<file path="src/hdl/fsw_pkg.sv">
// package: constants, types and helpers of the fieldbus slave watchdog block
// Overview of operation
// RULE1 - silent local interface past timeout trips watchdog
// RULE2 - shared tick multiplier, separate count per watchdog
// RULE3 - master writes settings only with manual setting
// RULE4 - tick is multiplier plus two base periods
// RULE5 - default multiplier 2498 gives 100 us tick
// RULE6 - process-data count defaults to 1000 ticks
// RULE7 - count 0..65535, multiplier 1..65535 accepted
// RULE8 - process-data silence with outputs set clears outputs
// RULE9 - count zero disables the process-data watchdog
// RULE10 - five states, full-exchange is the regular one
// RULE11 - init after reset refuses mailbox and process data
// RULE12 - master sets up channel units 0, 1 in init
// RULE13 - init to configuration needs valid mailbox setup
// RULE14 - configuration allows mailbox, blocks process data
// RULE15 - master sets up process-data units in configuration
// RULE16 - inputs-only entry checks setup, then copies inputs
// RULE17 - inputs-only: traffic allowed, outputs held safe
// RULE18 - master writes valid outputs before full-exchange
// RULE19 - full-exchange copies output data to outputs
// RULE20 - firmware-load entered only from init
// RULE21 - firmware-load: file-transfer mailbox only
// RULE22 - only process-data access restarts its watchdog
// RULE23 - tripped watchdog clears outputs, keeps state; here only the process-data watchdog clears them, not the application one
// RULE24 - illegal transition refused, error flag set
// RULE25 - expiry flag held until next monitored access
`default_nettype none
package fsw_pkg;

   // register byte offsets
   localparam logic [7:0] ADDR_CTRL    = 8'h00;
   localparam logic [7:0] ADDR_REQ     = 8'h04;
   localparam logic [7:0] ADDR_STATUS  = 8'h08;
   localparam logic [7:0] ADDR_MULT    = 8'h0c;
   localparam logic [7:0] ADDR_PD_CNT  = 8'h10;
   localparam logic [7:0] ADDR_APP_CNT = 8'h14;
   localparam logic [7:0] ADDR_OUT     = 8'h18;
   localparam logic [7:0] ADDR_IN      = 8'h1c;

   // field positions
   localparam int CTRL_PD_EN  = 0;
   localparam int CTRL_APP_EN = 1;
   localparam int ST_ERR      = 4;
   localparam int ST_PD_EXP   = 5;
   localparam int ST_APP_EXP  = 6;
   localparam int ST_OUT_ACT  = 7;

   // reset values
   localparam logic        RST_PD_EN    = 1'b1;
   localparam logic        RST_APP_EN   = 1'b0;
   localparam logic [15:0] RST_MULT     = 16'h09c2;
   localparam logic [15:0] RST_PD_CNT   = 16'h03e8;
   localparam logic [15:0] RST_APP_CNT  = 16'h03e8;

   // timing: tick = (multiplier + 2) base periods
   localparam int BASE_PERIOD_NS = 40;
   localparam int SYS_PERIOD_NS  = 50;
   localparam int TIME_UNIT_NS   = 10;
   localparam int BASE_UNITS     = BASE_PERIOD_NS / TIME_UNIT_NS;
   localparam int SYS_UNITS      = SYS_PERIOD_NS / TIME_UNIT_NS;
   localparam int TICK_BASE_ADD  = 2;
   localparam int IMG_W          = 32;

   typedef enum logic [3:0] {
      SS_INIT   = 4'h1,
      SS_CONF   = 4'h2,
      SS_BOOT   = 4'h3,
      SS_INPUTS = 4'h4,
      SS_FULL   = 4'h8
   } fsw_ss_t;

   typedef struct packed {
      fsw_ss_t          ss;
      logic             err;
      logic             pd_en;
      logic             app_en;
      logic [15:0]      mult;
      logic [15:0]      pd_cnt;
      logic [15:0]      app_cnt;
      logic [IMG_W-1:0] out_img;
      logic [IMG_W-1:0] in_img;
      logic [IMG_W-1:0] phys_out;
      logic [31:0]      rdata;
      logic [19:0]      acc;
      logic             tick;
      logic [19:0]      gap;
      logic             gok;
      logic             dp_vld;
      logic             dp_wr;
      logic [7:0]       dp_addr;
   } fsw_state_t;

   typedef struct packed {
      logic [15:0] cnt;
      logic        expired;
   } fsw_wd_t;

   function automatic logic [19:0] fsw_tick_thr(input logic [15:0] mult);
      return (20'(mult) + 20'(TICK_BASE_ADD)) * 20'(BASE_UNITS);
   endfunction

   function automatic logic fsw_trans_ok(input fsw_ss_t cur, input fsw_ss_t req);
      logic ok;
      ok = 1'b0;
      case (cur)
         SS_INIT:   ok = (req == SS_CONF) || (req == SS_BOOT);
         SS_CONF:   ok = (req == SS_INIT) || (req == SS_INPUTS);
         SS_INPUTS: ok = (req == SS_INIT) || (req == SS_CONF) || (req == SS_FULL);
         SS_FULL:   ok = (req == SS_INIT) || (req == SS_CONF) || (req == SS_INPUTS);
         SS_BOOT:   ok = (req == SS_INIT);
         default:   ok = 1'b0;
      endcase
      return ok;
   endfunction

   function automatic logic fsw_pd_ok(input fsw_ss_t ss);
      return (ss == SS_INPUTS) || (ss == SS_FULL);
   endfunction

endpackage
`default_nettype wire

</file>
<file path="src/hdl/fsw_wdog.sv">
// single watchdog timer counting shared ticks against its own limit
`timescale 1ns/1ps
`default_nettype none
module fsw_wdog (
   // clock and reset
   input  wire logic        sys_clk_i,
   input  wire logic        rstn_i,
   // tick and traffic
   input  wire logic        tick_i,
   input  wire logic        restart_i,
   // settings
   input  wire logic        enable_i,
   input  wire logic [15:0] limit_i,
   // result
   output logic             expired_o
);

   fsw_pkg::fsw_wd_t st;
   fsw_pkg::fsw_wd_t next_st;

   always_comb begin
      next_st = st;
      // traffic in the tripping cycle wins: the line was not silent
      if (restart_i || !enable_i || (limit_i == 16'h0000)) begin // RULE9 RULE22
         next_st.cnt     = 16'h0000;
         next_st.expired = 1'b0;
      end else if (tick_i && !st.expired) begin // RULE2
         next_st.cnt     = st.cnt + 16'h0001;
         next_st.expired = (next_st.cnt == limit_i); // RULE1 RULE8
      end
   end

   always_ff @(posedge sys_clk_i) begin
      if (!rstn_i) begin
         st <= '0;
      end else begin
         st <= next_st;
      end
   end

   assign expired_o = st.expired;

   wd_off_zero_a: assert property (@(posedge sys_clk_i) disable iff (!rstn_i) // RULE9
      (limit_i == 16'h0000 || !enable_i) |=> !expired_o)
      else $error("watchdog tripped while disabled");

   wd_restart_clr_a: assert property (@(posedge sys_clk_i) disable iff (!rstn_i) // RULE22
      restart_i |=> (!expired_o && st.cnt == 16'h0000))
      else $error("traffic did not restart watchdog");

   wd_sticky_flag_a: assert property (@(posedge sys_clk_i) disable iff (!rstn_i) // RULE25
      (expired_o && !restart_i && enable_i && limit_i != 16'h0000) |=> expired_o)
      else $error("expiry flag dropped without traffic");

   wd_trip_count_a: assert property (@(posedge sys_clk_i) disable iff (!rstn_i) // RULE2
      $rose(expired_o) |-> ($past(tick_i) && st.cnt == $past(limit_i)))
      else $error("watchdog tripped at wrong tick count");

endmodule
`default_nettype wire

</file>
<file path="src/hdl/fsw_top.sv">
// slave state machine, tick prescaler, two watchdogs and ahb-lite registers
`timescale 1ns/1ps
`default_nettype none
module fsw_top (
   // clock and reset
   input  wire logic        sys_clk_i,
   input  wire logic        rstn_i,
   // ahb-lite slave
   input  wire logic        hsel_i,
   input  wire logic [31:0] haddr_i,
   input  wire logic [1:0]  htrans_i,
   input  wire logic        hwrite_i,
   input  wire logic [2:0]  hsize_i,
   input  wire logic [31:0] hwdata_i,
   input  wire logic        hready_i,
   output logic             hreadyout_o,
   output logic             hresp_o,
   output logic [31:0]      hrdata_o,
   // mailbox gate
   input  wire logic        mbx_req_i,
   input  wire logic        mbx_file_i,
   output logic             mbx_accept_o,
   output logic             mbx_reject_o,
   // setup checks
   input  wire logic        mbx_cfg_ok_i,
   input  wire logic        pd_cfg_ok_i,
   input  wire logic        clk_cfg_ok_i,
   // local application interface
   input  wire logic        app_access_i,
   input  wire logic [31:0] app_inputs_i,
   // process image and state
   output logic [31:0]      phys_out_o,
   output logic [3:0]       state_o,
   output logic             pd_wd_expired_o,
   output logic             app_wd_expired_o
);

   fsw_pkg::fsw_state_t st;
   fsw_pkg::fsw_state_t next_st;

   logic               pd_exp;
   logic               app_exp;
   logic               pd_access;
   logic               addr_vld;
   logic               wr_vld;
   logic               req_wr;
   fsw_pkg::fsw_ss_t   req_ss;
   logic [19:0]        acc_sum;
   logic [19:0]        tick_thr;
   logic [31:0]        status_word;

   assign tick_thr = fsw_pkg::fsw_tick_thr(st.mult); // RULE4
   assign acc_sum  = st.acc + 20'(fsw_pkg::SYS_UNITS);

   // only full-word transfers are served, single or burst beats alike
   assign addr_vld = hsel_i && htrans_i[1] && hready_i && (hsize_i == 3'h2);
   assign wr_vld   = st.dp_vld && st.dp_wr;
   assign req_wr   = wr_vld && (st.dp_addr == fsw_pkg::ADDR_REQ);
   assign req_ss   = fsw_pkg::fsw_ss_t'(hwdata_i[3:0]);

   // process-data access: output write or input read while allowed
   always_comb begin
      pd_access = 1'b0;
      if (fsw_pkg::fsw_pd_ok(st.ss)) begin // RULE14 RULE21
         if (wr_vld && st.dp_addr == fsw_pkg::ADDR_OUT) begin
            pd_access = 1'b1;
         end
         if (addr_vld && !hwrite_i && haddr_i[7:0] == fsw_pkg::ADDR_IN) begin
            pd_access = 1'b1;
         end
      end
   end

   always_comb begin
      status_word              = 32'h0000_0000;
      status_word[3:0]         = st.ss;
      status_word[fsw_pkg::ST_ERR]     = st.err;
      status_word[fsw_pkg::ST_PD_EXP]  = pd_exp;
      status_word[fsw_pkg::ST_APP_EXP] = app_exp;
      status_word[fsw_pkg::ST_OUT_ACT] = (st.phys_out != '0);
   end

   always_comb begin
      next_st      = st;
      next_st.tick = 1'b0;

      // fractional prescaler: 50 ns steps against 40 ns base periods
      if (acc_sum >= tick_thr) begin // RULE2 RULE4
         next_st.acc  = acc_sum - tick_thr;
         next_st.tick = 1'b1;
      end else begin
         next_st.acc = acc_sum;
      end
      next_st.gap = st.tick ? 20'h0_0001 : st.gap + 20'h0_0001;
      next_st.gok = st.tick ? 1'b1 : st.gok;

      // address phase: capture and prepare read data
      next_st.dp_vld = addr_vld;
      if (addr_vld) begin
         next_st.dp_wr   = hwrite_i;
         next_st.dp_addr = haddr_i[7:0];
         case (haddr_i[7:0])
            fsw_pkg::ADDR_CTRL: begin
               next_st.rdata = {30'h0, st.app_en, st.pd_en};
            end
            fsw_pkg::ADDR_REQ: begin
               next_st.rdata = {28'h0, st.ss};
            end
            fsw_pkg::ADDR_STATUS: begin
               next_st.rdata = status_word;
            end
            fsw_pkg::ADDR_MULT: begin
               next_st.rdata = {16'h0, st.mult};
            end
            fsw_pkg::ADDR_PD_CNT: begin
               next_st.rdata = {16'h0, st.pd_cnt};
            end
            fsw_pkg::ADDR_APP_CNT: begin
               next_st.rdata = {16'h0, st.app_cnt};
            end
            fsw_pkg::ADDR_OUT: begin
               next_st.rdata = st.out_img;
            end
            fsw_pkg::ADDR_IN: begin
               // blocked states show nothing of the inputs
               next_st.rdata = fsw_pkg::fsw_pd_ok(st.ss) ? st.in_img : 32'h0;
            end
            default: begin
               next_st.rdata = 32'h0000_0000;
            end
         endcase
      end

      // data phase: register writes
      if (wr_vld) begin
         case (st.dp_addr)
            fsw_pkg::ADDR_CTRL: begin
               next_st.pd_en  = hwdata_i[fsw_pkg::CTRL_PD_EN];
               next_st.app_en = hwdata_i[fsw_pkg::CTRL_APP_EN];
            end
            fsw_pkg::ADDR_MULT: begin
               // zero is outside the range and is dropped
               if (hwdata_i[15:0] != 16'h0000) begin // RULE7
                  next_st.mult = hwdata_i[15:0];
                  next_st.gok  = 1'b0;
                  // restart prescaler: a stale phase would fire a burst of ticks
                  next_st.acc  = 20'h0_0000;
               end
            end
            fsw_pkg::ADDR_PD_CNT: begin
               next_st.pd_cnt = hwdata_i[15:0]; // RULE7
            end
            fsw_pkg::ADDR_APP_CNT: begin
               next_st.app_cnt = hwdata_i[15:0];
            end
            fsw_pkg::ADDR_OUT: begin
               if (pd_access) begin // RULE14
                  next_st.out_img = hwdata_i;
               end
            end
            default: begin
               next_st.err = st.err;
            end
         endcase
      end

      // inputs track the application while exchange runs
      if (fsw_pkg::fsw_pd_ok(st.ss)) begin // RULE17
         next_st.in_img = app_inputs_i;
      end

      // state change requests
      if (req_wr && req_ss != st.ss) begin
         if (!fsw_pkg::fsw_trans_ok(st.ss, req_ss)) begin // RULE20 RULE24
            next_st.err = 1'b1;
         end else if (req_ss == fsw_pkg::SS_CONF && st.ss == fsw_pkg::SS_INIT
                      && !mbx_cfg_ok_i) begin // RULE13
            next_st.err = 1'b1;
         end else if (req_ss == fsw_pkg::SS_INPUTS && st.ss == fsw_pkg::SS_CONF
                      && !(pd_cfg_ok_i && clk_cfg_ok_i)) begin // RULE16
            next_st.err = 1'b1;
         end else begin
            next_st.ss  = req_ss; // RULE10
            next_st.err = 1'b0;
            if (req_ss == fsw_pkg::SS_INPUTS) begin
               next_st.in_img = app_inputs_i; // RULE16
            end
         end
      end

      // outputs only in full exchange with a quiet watchdog
      if (next_st.ss == fsw_pkg::SS_FULL && !pd_exp) begin // RULE19
         next_st.phys_out = next_st.out_img;
      end else begin
         next_st.phys_out = '0; // RULE8 RULE17 RULE23
      end
   end

   always_ff @(posedge sys_clk_i) begin
      if (!rstn_i) begin
         st         <= '0;
         st.ss      <= fsw_pkg::SS_INIT; // RULE11
         st.pd_en   <= fsw_pkg::RST_PD_EN;
         st.app_en  <= fsw_pkg::RST_APP_EN;
         st.mult    <= fsw_pkg::RST_MULT; // RULE5
         st.pd_cnt  <= fsw_pkg::RST_PD_CNT; // RULE6
         st.app_cnt <= fsw_pkg::RST_APP_CNT;
      end else begin
         st <= next_st;
      end
   end

   // process-data watchdog: restarted only by a granted access
   fsw_wdog u_pd_wdog (
      .sys_clk_i (sys_clk_i),
      .rstn_i    (rstn_i),
      .tick_i    (st.tick),
      .restart_i (pd_access), // RULE22
      .enable_i  (st.pd_en),
      .limit_i   (st.pd_cnt),
      .expired_o (pd_exp)
   );

   // local application watchdog
   fsw_wdog u_app_wdog (
      .sys_clk_i (sys_clk_i),
      .rstn_i    (rstn_i),
      .tick_i    (st.tick),
      .restart_i (app_access_i), // RULE1
      .enable_i  (st.app_en),
      .limit_i   (st.app_cnt),
      .expired_o (app_exp)
   );

   // mailbox gate: init refuses all, firmware-load only file transfer
   always_comb begin
      mbx_accept_o = 1'b0;
      case (st.ss)
         fsw_pkg::SS_INIT: begin
            mbx_accept_o = 1'b0; // RULE11
         end
         fsw_pkg::SS_BOOT: begin
            mbx_accept_o = mbx_req_i && mbx_file_i; // RULE21
         end
         fsw_pkg::SS_CONF,
         fsw_pkg::SS_INPUTS,
         fsw_pkg::SS_FULL: begin
            mbx_accept_o = mbx_req_i; // RULE14
         end
         default: begin
            mbx_accept_o = 1'b0;
         end
      endcase
   end
   assign mbx_reject_o = mbx_req_i && !mbx_accept_o;

   assign hreadyout_o      = 1'b1;
   assign hresp_o          = 1'b0;
   assign hrdata_o         = st.rdata;
   assign phys_out_o       = st.phys_out;
   assign state_o          = st.ss;
   assign pd_wd_expired_o  = pd_exp; // RULE25
   assign app_wd_expired_o = app_exp;

   init_mbx_block_a: assert property (@(posedge sys_clk_i) disable iff (!rstn_i) // RULE11
      (st.ss == fsw_pkg::SS_INIT && mbx_req_i) |-> (mbx_reject_o && !mbx_accept_o))
      else $error("mailbox accepted in init");

   conf_pd_block_a: assert property (@(posedge sys_clk_i) disable iff (!rstn_i) // RULE14
      (wr_vld && st.dp_addr == fsw_pkg::ADDR_OUT && st.ss == fsw_pkg::SS_CONF)
      |=> $stable(st.out_img))
      else $error("output image written in configuration state");

   boot_from_init_a: assert property (@(posedge sys_clk_i) disable iff (!rstn_i) // RULE20
      (st.ss == fsw_pkg::SS_BOOT && $past(st.ss) != fsw_pkg::SS_BOOT)
      |-> $past(st.ss) == fsw_pkg::SS_INIT)
      else $error("firmware-load entered from other than init");

   boot_mbx_only_a: assert property (@(posedge sys_clk_i) disable iff (!rstn_i) // RULE21
      (st.ss == fsw_pkg::SS_BOOT && mbx_req_i && !mbx_file_i) |-> mbx_reject_o)
      else $error("non file-transfer mailbox accepted in firmware-load");

   safe_outputs_a: assert property (@(posedge sys_clk_i) disable iff (!rstn_i) // RULE17
      (st.ss != fsw_pkg::SS_FULL) |-> (phys_out_o == 32'h0))
      else $error("outputs driven outside full exchange");

   trip_clears_a: assert property (@(posedge sys_clk_i) disable iff (!rstn_i) // RULE23
      $rose(pd_exp) |=> phys_out_o == 32'h0 && (st.ss == $past(st.ss) || $past(req_wr)))
      else $error("watchdog trip left outputs or changed state");

   bad_req_err_a: assert property (@(posedge sys_clk_i) disable iff (!rstn_i) // RULE24
      (req_wr && req_ss != st.ss && !fsw_pkg::fsw_trans_ok(st.ss, req_ss))
      |=> (st.err && $stable(st.ss)))
      else $error("illegal transition not refused");

   inputs_entry_a: assert property (@(posedge sys_clk_i) disable iff (!rstn_i) // RULE16
      (st.ss == fsw_pkg::SS_INPUTS && $past(st.ss) == fsw_pkg::SS_CONF)
      |-> ($past(pd_cfg_ok_i) && $past(clk_cfg_ok_i) && st.in_img == $past(app_inputs_i)))
      else $error("inputs-only entered without check or input copy");

   conf_entry_a: assert property (@(posedge sys_clk_i) disable iff (!rstn_i) // RULE13
      (st.ss == fsw_pkg::SS_CONF && $past(st.ss) == fsw_pkg::SS_INIT) |-> $past(mbx_cfg_ok_i))
      else $error("configuration entered with bad mailbox setup");

   tick_period_a: assert property (@(posedge sys_clk_i) disable iff (!rstn_i) // RULE4
      (st.tick && st.gok)
      |-> (20'(st.gap * 20'h5) + 20'h4 >= tick_thr && 20'(st.gap * 20'h5) <= tick_thr + 20'h4))
      else $error("watchdog tick period off");

   mult_zero_drop_a: assert property (@(posedge sys_clk_i) disable iff (!rstn_i) // RULE7
      (wr_vld && st.dp_addr == fsw_pkg::ADDR_MULT && hwdata_i[15:0] == 16'h0000)
      |=> $stable(st.mult))
      else $error("zero multiplier accepted");

   full_out_copy_a: assert property (@(posedge sys_clk_i) disable iff (!rstn_i) // RULE19
      (st.ss == fsw_pkg::SS_FULL && !pd_exp && !wr_vld)
      |=> phys_out_o == $past(st.out_img))
      else $error("outputs do not follow output image");

   inputs_track_a: assert property (@(posedge sys_clk_i) disable iff (!rstn_i) // RULE17
      fsw_pkg::fsw_pd_ok(st.ss)
      |=> st.in_img == $past(app_inputs_i))
      else $error("inputs not refreshed during exchange");

   same_req_noop_a: assert property (@(posedge sys_clk_i) disable iff (!rstn_i) // RULE24
      (req_wr && req_ss == st.ss)
      |=> ($stable(st.ss) && $stable(st.err)))
      else $error("request for current state had an effect");

   tick_pulse_a: assert property (@(posedge sys_clk_i) disable iff (!rstn_i) // RULE4
      st.tick |=> !st.tick)
      else $error("watchdog tick longer than one cycle");

   pd_gate_a: assert property (@(posedge sys_clk_i) disable iff (!rstn_i) // RULE11 RULE21
      (!fsw_pkg::fsw_pd_ok(st.ss) && wr_vld) |=> $stable(st.out_img))
      else $error("output image written while process data blocked");

   mbx_one_answer_a: assert property (@(posedge sys_clk_i) disable iff (!rstn_i) // RULE14
      mbx_req_i |-> (mbx_accept_o ^ mbx_reject_o))
      else $error("mailbox request without exactly one answer");

endmodule
`default_nettype wire

</file>
<file path="config.mk">
export PLATFORM = sky130hd
export DESIGN_NAME = fsw_top
export DESIGN_NICKNAME = d
export VERILOG_FILES = /design/src/hdl/fsw_pkg.sv /design/src/hdl/fsw_wdog.sv /design/src/hdl/fsw_top.sv
export SDC_FILE = /design/constraint.sdc
export NUM_CORES = 1
export LEC_CHECK = 0
export BUFFER_PORTS_ARGS = -buffer_cell sky130_fd_sc_hd__buf_2
export CAP_MARGIN = 30
export CORE_MARGIN = 4
export CORE_UTILIZATION = 30
export DETAILED_ROUTE_END_ITERATION = 8
export SYNTH_ARGS = -nofsm -noshare
export SYNTH_HDL_FRONTEND = slang
export SYNTH_SLANG_ARGS = --single-unit
export TNS_END_PERCENT = 1
</file>
<file path="constraint.sdc">
create_clock -name sys_clk_i -period 4.6 [get_ports sys_clk_i]
set_input_delay 0.23 -clock sys_clk_i [delete_from_list [all_inputs] [get_ports sys_clk_i]]
set_output_delay 0.23 -clock sys_clk_i [all_outputs]
set_load 0.01 [all_outputs]
</file>
==> impl_metrics.toml <==
[outcome]
status = "finished, final reports clean"

[clocking]
clock-sinks = 248
h-tree-depth = 1
cts_tree = "done"
clock_latency_ns = 0.55
clkTransAtPathRegs_ns = 0.07
cts_root_buffer = "clkbuf_16"
cts_buffer_depth = 3
post-cts-setup-buffers = 0
cts_buffers = 27

[grt]
grt_pass1_wl_mm = 63.1
grt_max_degree = 188
gr-total-overflow = 0
first_global_vias = 11000
grt_util_all_layers_pct = 16.4
antenna_found_initial = 1

[sta]
hold_viol_final = 0
slew_violations = 0
finalSetupViolCount = 0
rsz0062_at_grt = "false"
clock.fmax_mhz = 262
fin_skew_ns = 0.0170
worstMarginPinSlew_ns = 0.993
layout_min_cycle_time_ns = 3.82
max_slew_margin_pct = 33.5
finalSetupTns_ns = 0
fin_ws_ns = 0.780
hold-worst-slack_ns = 0.0177
period_share_pct = 83.0

[yosys]
yosys_most_used_dff = "dfxtp_1"
synth_fp_nets = 1701
synth-seq-cells = 248
synth_edf_count = 0
ys_warn_count = 0
async_flop_share_pct = 0
syn-cell-area_um2 = 13300
netlist_instances = 1566
synth_seq_area_share_pct = 37.3
ys_types = 75
syn_area_per_cell_um2 = 8.51

[die]
die-area_um2 = 47800
core_um2 = 43500
die_y_um = 219
start_util_pct = 30.7
fp.dieW_um = 219
io-pin-count = 186
num_rows = 76

[place]
dp_hpwl_mm = 28.9
portBuffers = 158
dp_slack_ns = 0.830
placed_area_um2 = 14000
gp_congestion = 0.860
numPlacedInstances = 2154

[finish]
drive_gt1_share_pct = 17.0
fill_cells = 4455
regArea_um2 = 4960
final_cell_area_um2 = 15400
layout.nets = 1782
finalNonFillerCells = 2254
area_delta_synth_final_pct = 15.9
multiInputGateArea_um2 = 7370

[run]
cap_viol_max_count = 0

[critical_path]
ff2ff_setup_slack_ns = 0.78
worstSetupPathDepth = 12
critPathTopFamily = "simple AND/OR/NAND/NOR gates"
r2r-end = "st[34]$_SDFF_PN0_"
worstPathMaxFanout = 20
worstSetupPathType = "register to register"
reg2regPathDepth = 12
crit_end = "st[34]$_SDFF_PN0_"
cp_slowest_cell = "nor4_1"
setup.worst_path.start = "st[35]$_SDFF_PN0_"
cp-end-kind = "register"
critPathBufInv = 1
max_stage_delay_ns = 0.76
r2r-start = "st[35]$_SDFF_PN0_"
cp.arrival_ns = 4.30
cp-start-kind = "register"
cp_data_required_time_ns = 5.08
cp_cell_sequence = "nand4_1, nor4_1, xor2_1, ha_1, o21a_1, nor3b_1, a211oi_1, a31oi_1, nor3_2, buf_4, mux2_2, nor2_1"

[drt]
drc = 0
vias_per_cell = 5.07
first_iter_violations = 1012
wire_per_inst_um = 17.8
wl_mm = 40.2
antenna_left = 0
dr.pass1.iters = 5
vias = 11400

[min_path]
holdPathStages = 3
hold_path_class = "input pin to register"

[pwr]
ir_drop_mv = 0.207
power.density_nw_per_um2 = 370
p_leak_nw = 5.85
==> flip-flops by register name, summed over array words and instances (netlist names) <==
signal / count
hrdata_o: 32
st: 146
phys_out_o: 32
u_app_wdog.st: 16
u_app_wdog.expired_o: 1
u_pd_wdog.st: 16
state_o: 4
u_pd_wdog.expired_o: 1
==> where the power goes <==
group | switching (mW) | internal (mW) | total (mW)
registers | 0.0745 | 2.22 | 2.30
logic | 0.658 | 0.509 | 1.17
clock network | 0.959 | 1.29 | 2.25
==> synth_stat cells (32+ instances only) <==
master | count | share of area [%]
xnor2_1 | 55 | 3.6
nor2_1 | 81 | 2.3
a21oi_1 | 62 | 2.3
nor2b_1 | 54 | 2.5
clkbuf_1 | 68 | 1.9
nand3_1 | 80 | 3.0
dfxtp_1 | 248 | 37
xor2_1 | 55 | 3.6
a21boi_0 | 33 | 1.9
o21ai_0 | 61 | 2.3
o21ai_1 | 32 | 1.2
buf_4 | 71 | 4.0
mux2i_1 | 73 | 5.5
nor3_2 | 32 | 2.4
nand2_1 | 201 | 5.7
==> stage by stage <==
stage	utilization (%)	power, mW
floorplan	-	3.20
global placement	32.3	3.45
detailed placement	32.3	3.47
CTS	35.5	5.75
global route	35.5	6.00
finish	35.5	5.71
==> cell type report <==
class	instances	area share (%)
Timing Repair Buffer	220	9.11
Sequential cell	248	32.2
Clock inverter	19	1.31
Tap cell	585	4.74
Multi-Input combinational cell	1136	47.7
Clock buffer	31	4.60
Inverter	14	0.340
Antenna cell	1	0.0162
==> per-layer routing <==
metal  global-route usage, %  vias up  share of wire (%)
met4                    5.08        0                3.1
met1                    23.1     5403                 46
met2                    25.4      356                 44
li1                        -     5587                  -
met3                    3.06       71                6.6
met5                       0        -                  0
==> cell families after synthesis <==
logic type,count (synthesis),synth area share (%)
compound gates,290,13.9
xor+xnor,110,7.23
fa+ha+maj,23,2.22
buf+inv,182,7.63
flops,248,37.3
mux,90,7.01
other cells,2,0.0564
simple gates,621,24.7
==> layout by cell type, fill, tap and decap left out, types with 10 or more instances in the layout <==
master	Yosys	layout
dfxtp_1	248	248
nand2_1	201	200
buf_2	16	157
nor2_1	81	81
nand3_1	80	80
mux2i_1	73	73
a21oi_1	62	62
o21ai_0	61	61
xnor2_1	55	55
xor2_1	55	55
nor2b_1	54	54
dlygate4sd3_1	0	49
a21boi_0	33	33
nor3_2	32	32
o21ai_1	32	32
nor4_1	27	27
clkbuf_16	0	27
and2_1	26	26
nand4_1	23	23
and3_1	22	22
ha_1	22	22
a22oi_1	21	21
nor3_1	21	20
mux2_2	16	16
inv_1	14	14
nand2b_1	14	14
buf_4	71	12
a211oi_1	10	10
==> worst min path at each step <==
| stage | from | end | slack [ns] |
|---|---|---|---|
| after floorplan | hwdata_i[8] | st[188]$_SDFFE_PN1P_ | 0.35 |
| after global placement | hrdata_o[1]$_SDFFE_PN0P_ | hrdata_o[1]$_SDFFE_PN0P_ | 0.44 |
| after detailed placement | st[128]$_SDFF_PN0_ | st[128]$_SDFF_PN0_ | 0.45 |
| after CTS | haddr_i[3] | st[3]$_SDFFE_PN0P_ | 0.003 |
| after global routing | haddr_i[3] | st[3]$_SDFFE_PN0P_ | 0.02 |
| final | haddr_i[3] | st[3]$_SDFFE_PN0P_ | 0.02 |
==> worst register-to-register path, cell delays in order (launching register included) <==
cell and delay [ns]:
dfxtp_1 0.40, nand4_1 0.20, nor4_1 0.76, xor2_1 0.19, ha_1 0.45, o21a_1 0.16, nor3b_1 0.14, a211oi_1 0.30
a31oi_1 0.19, nor3_2 0.19, buf_4 0.33, mux2_2 0.38, nor2_1 0.08
==> timing repair <==
action	4_1_cts	5_1_grt
hold endpoints to repair	51	0
hold buffers	49	0
gates resized for setup	0	0
(Power assumes the default switching activity.)
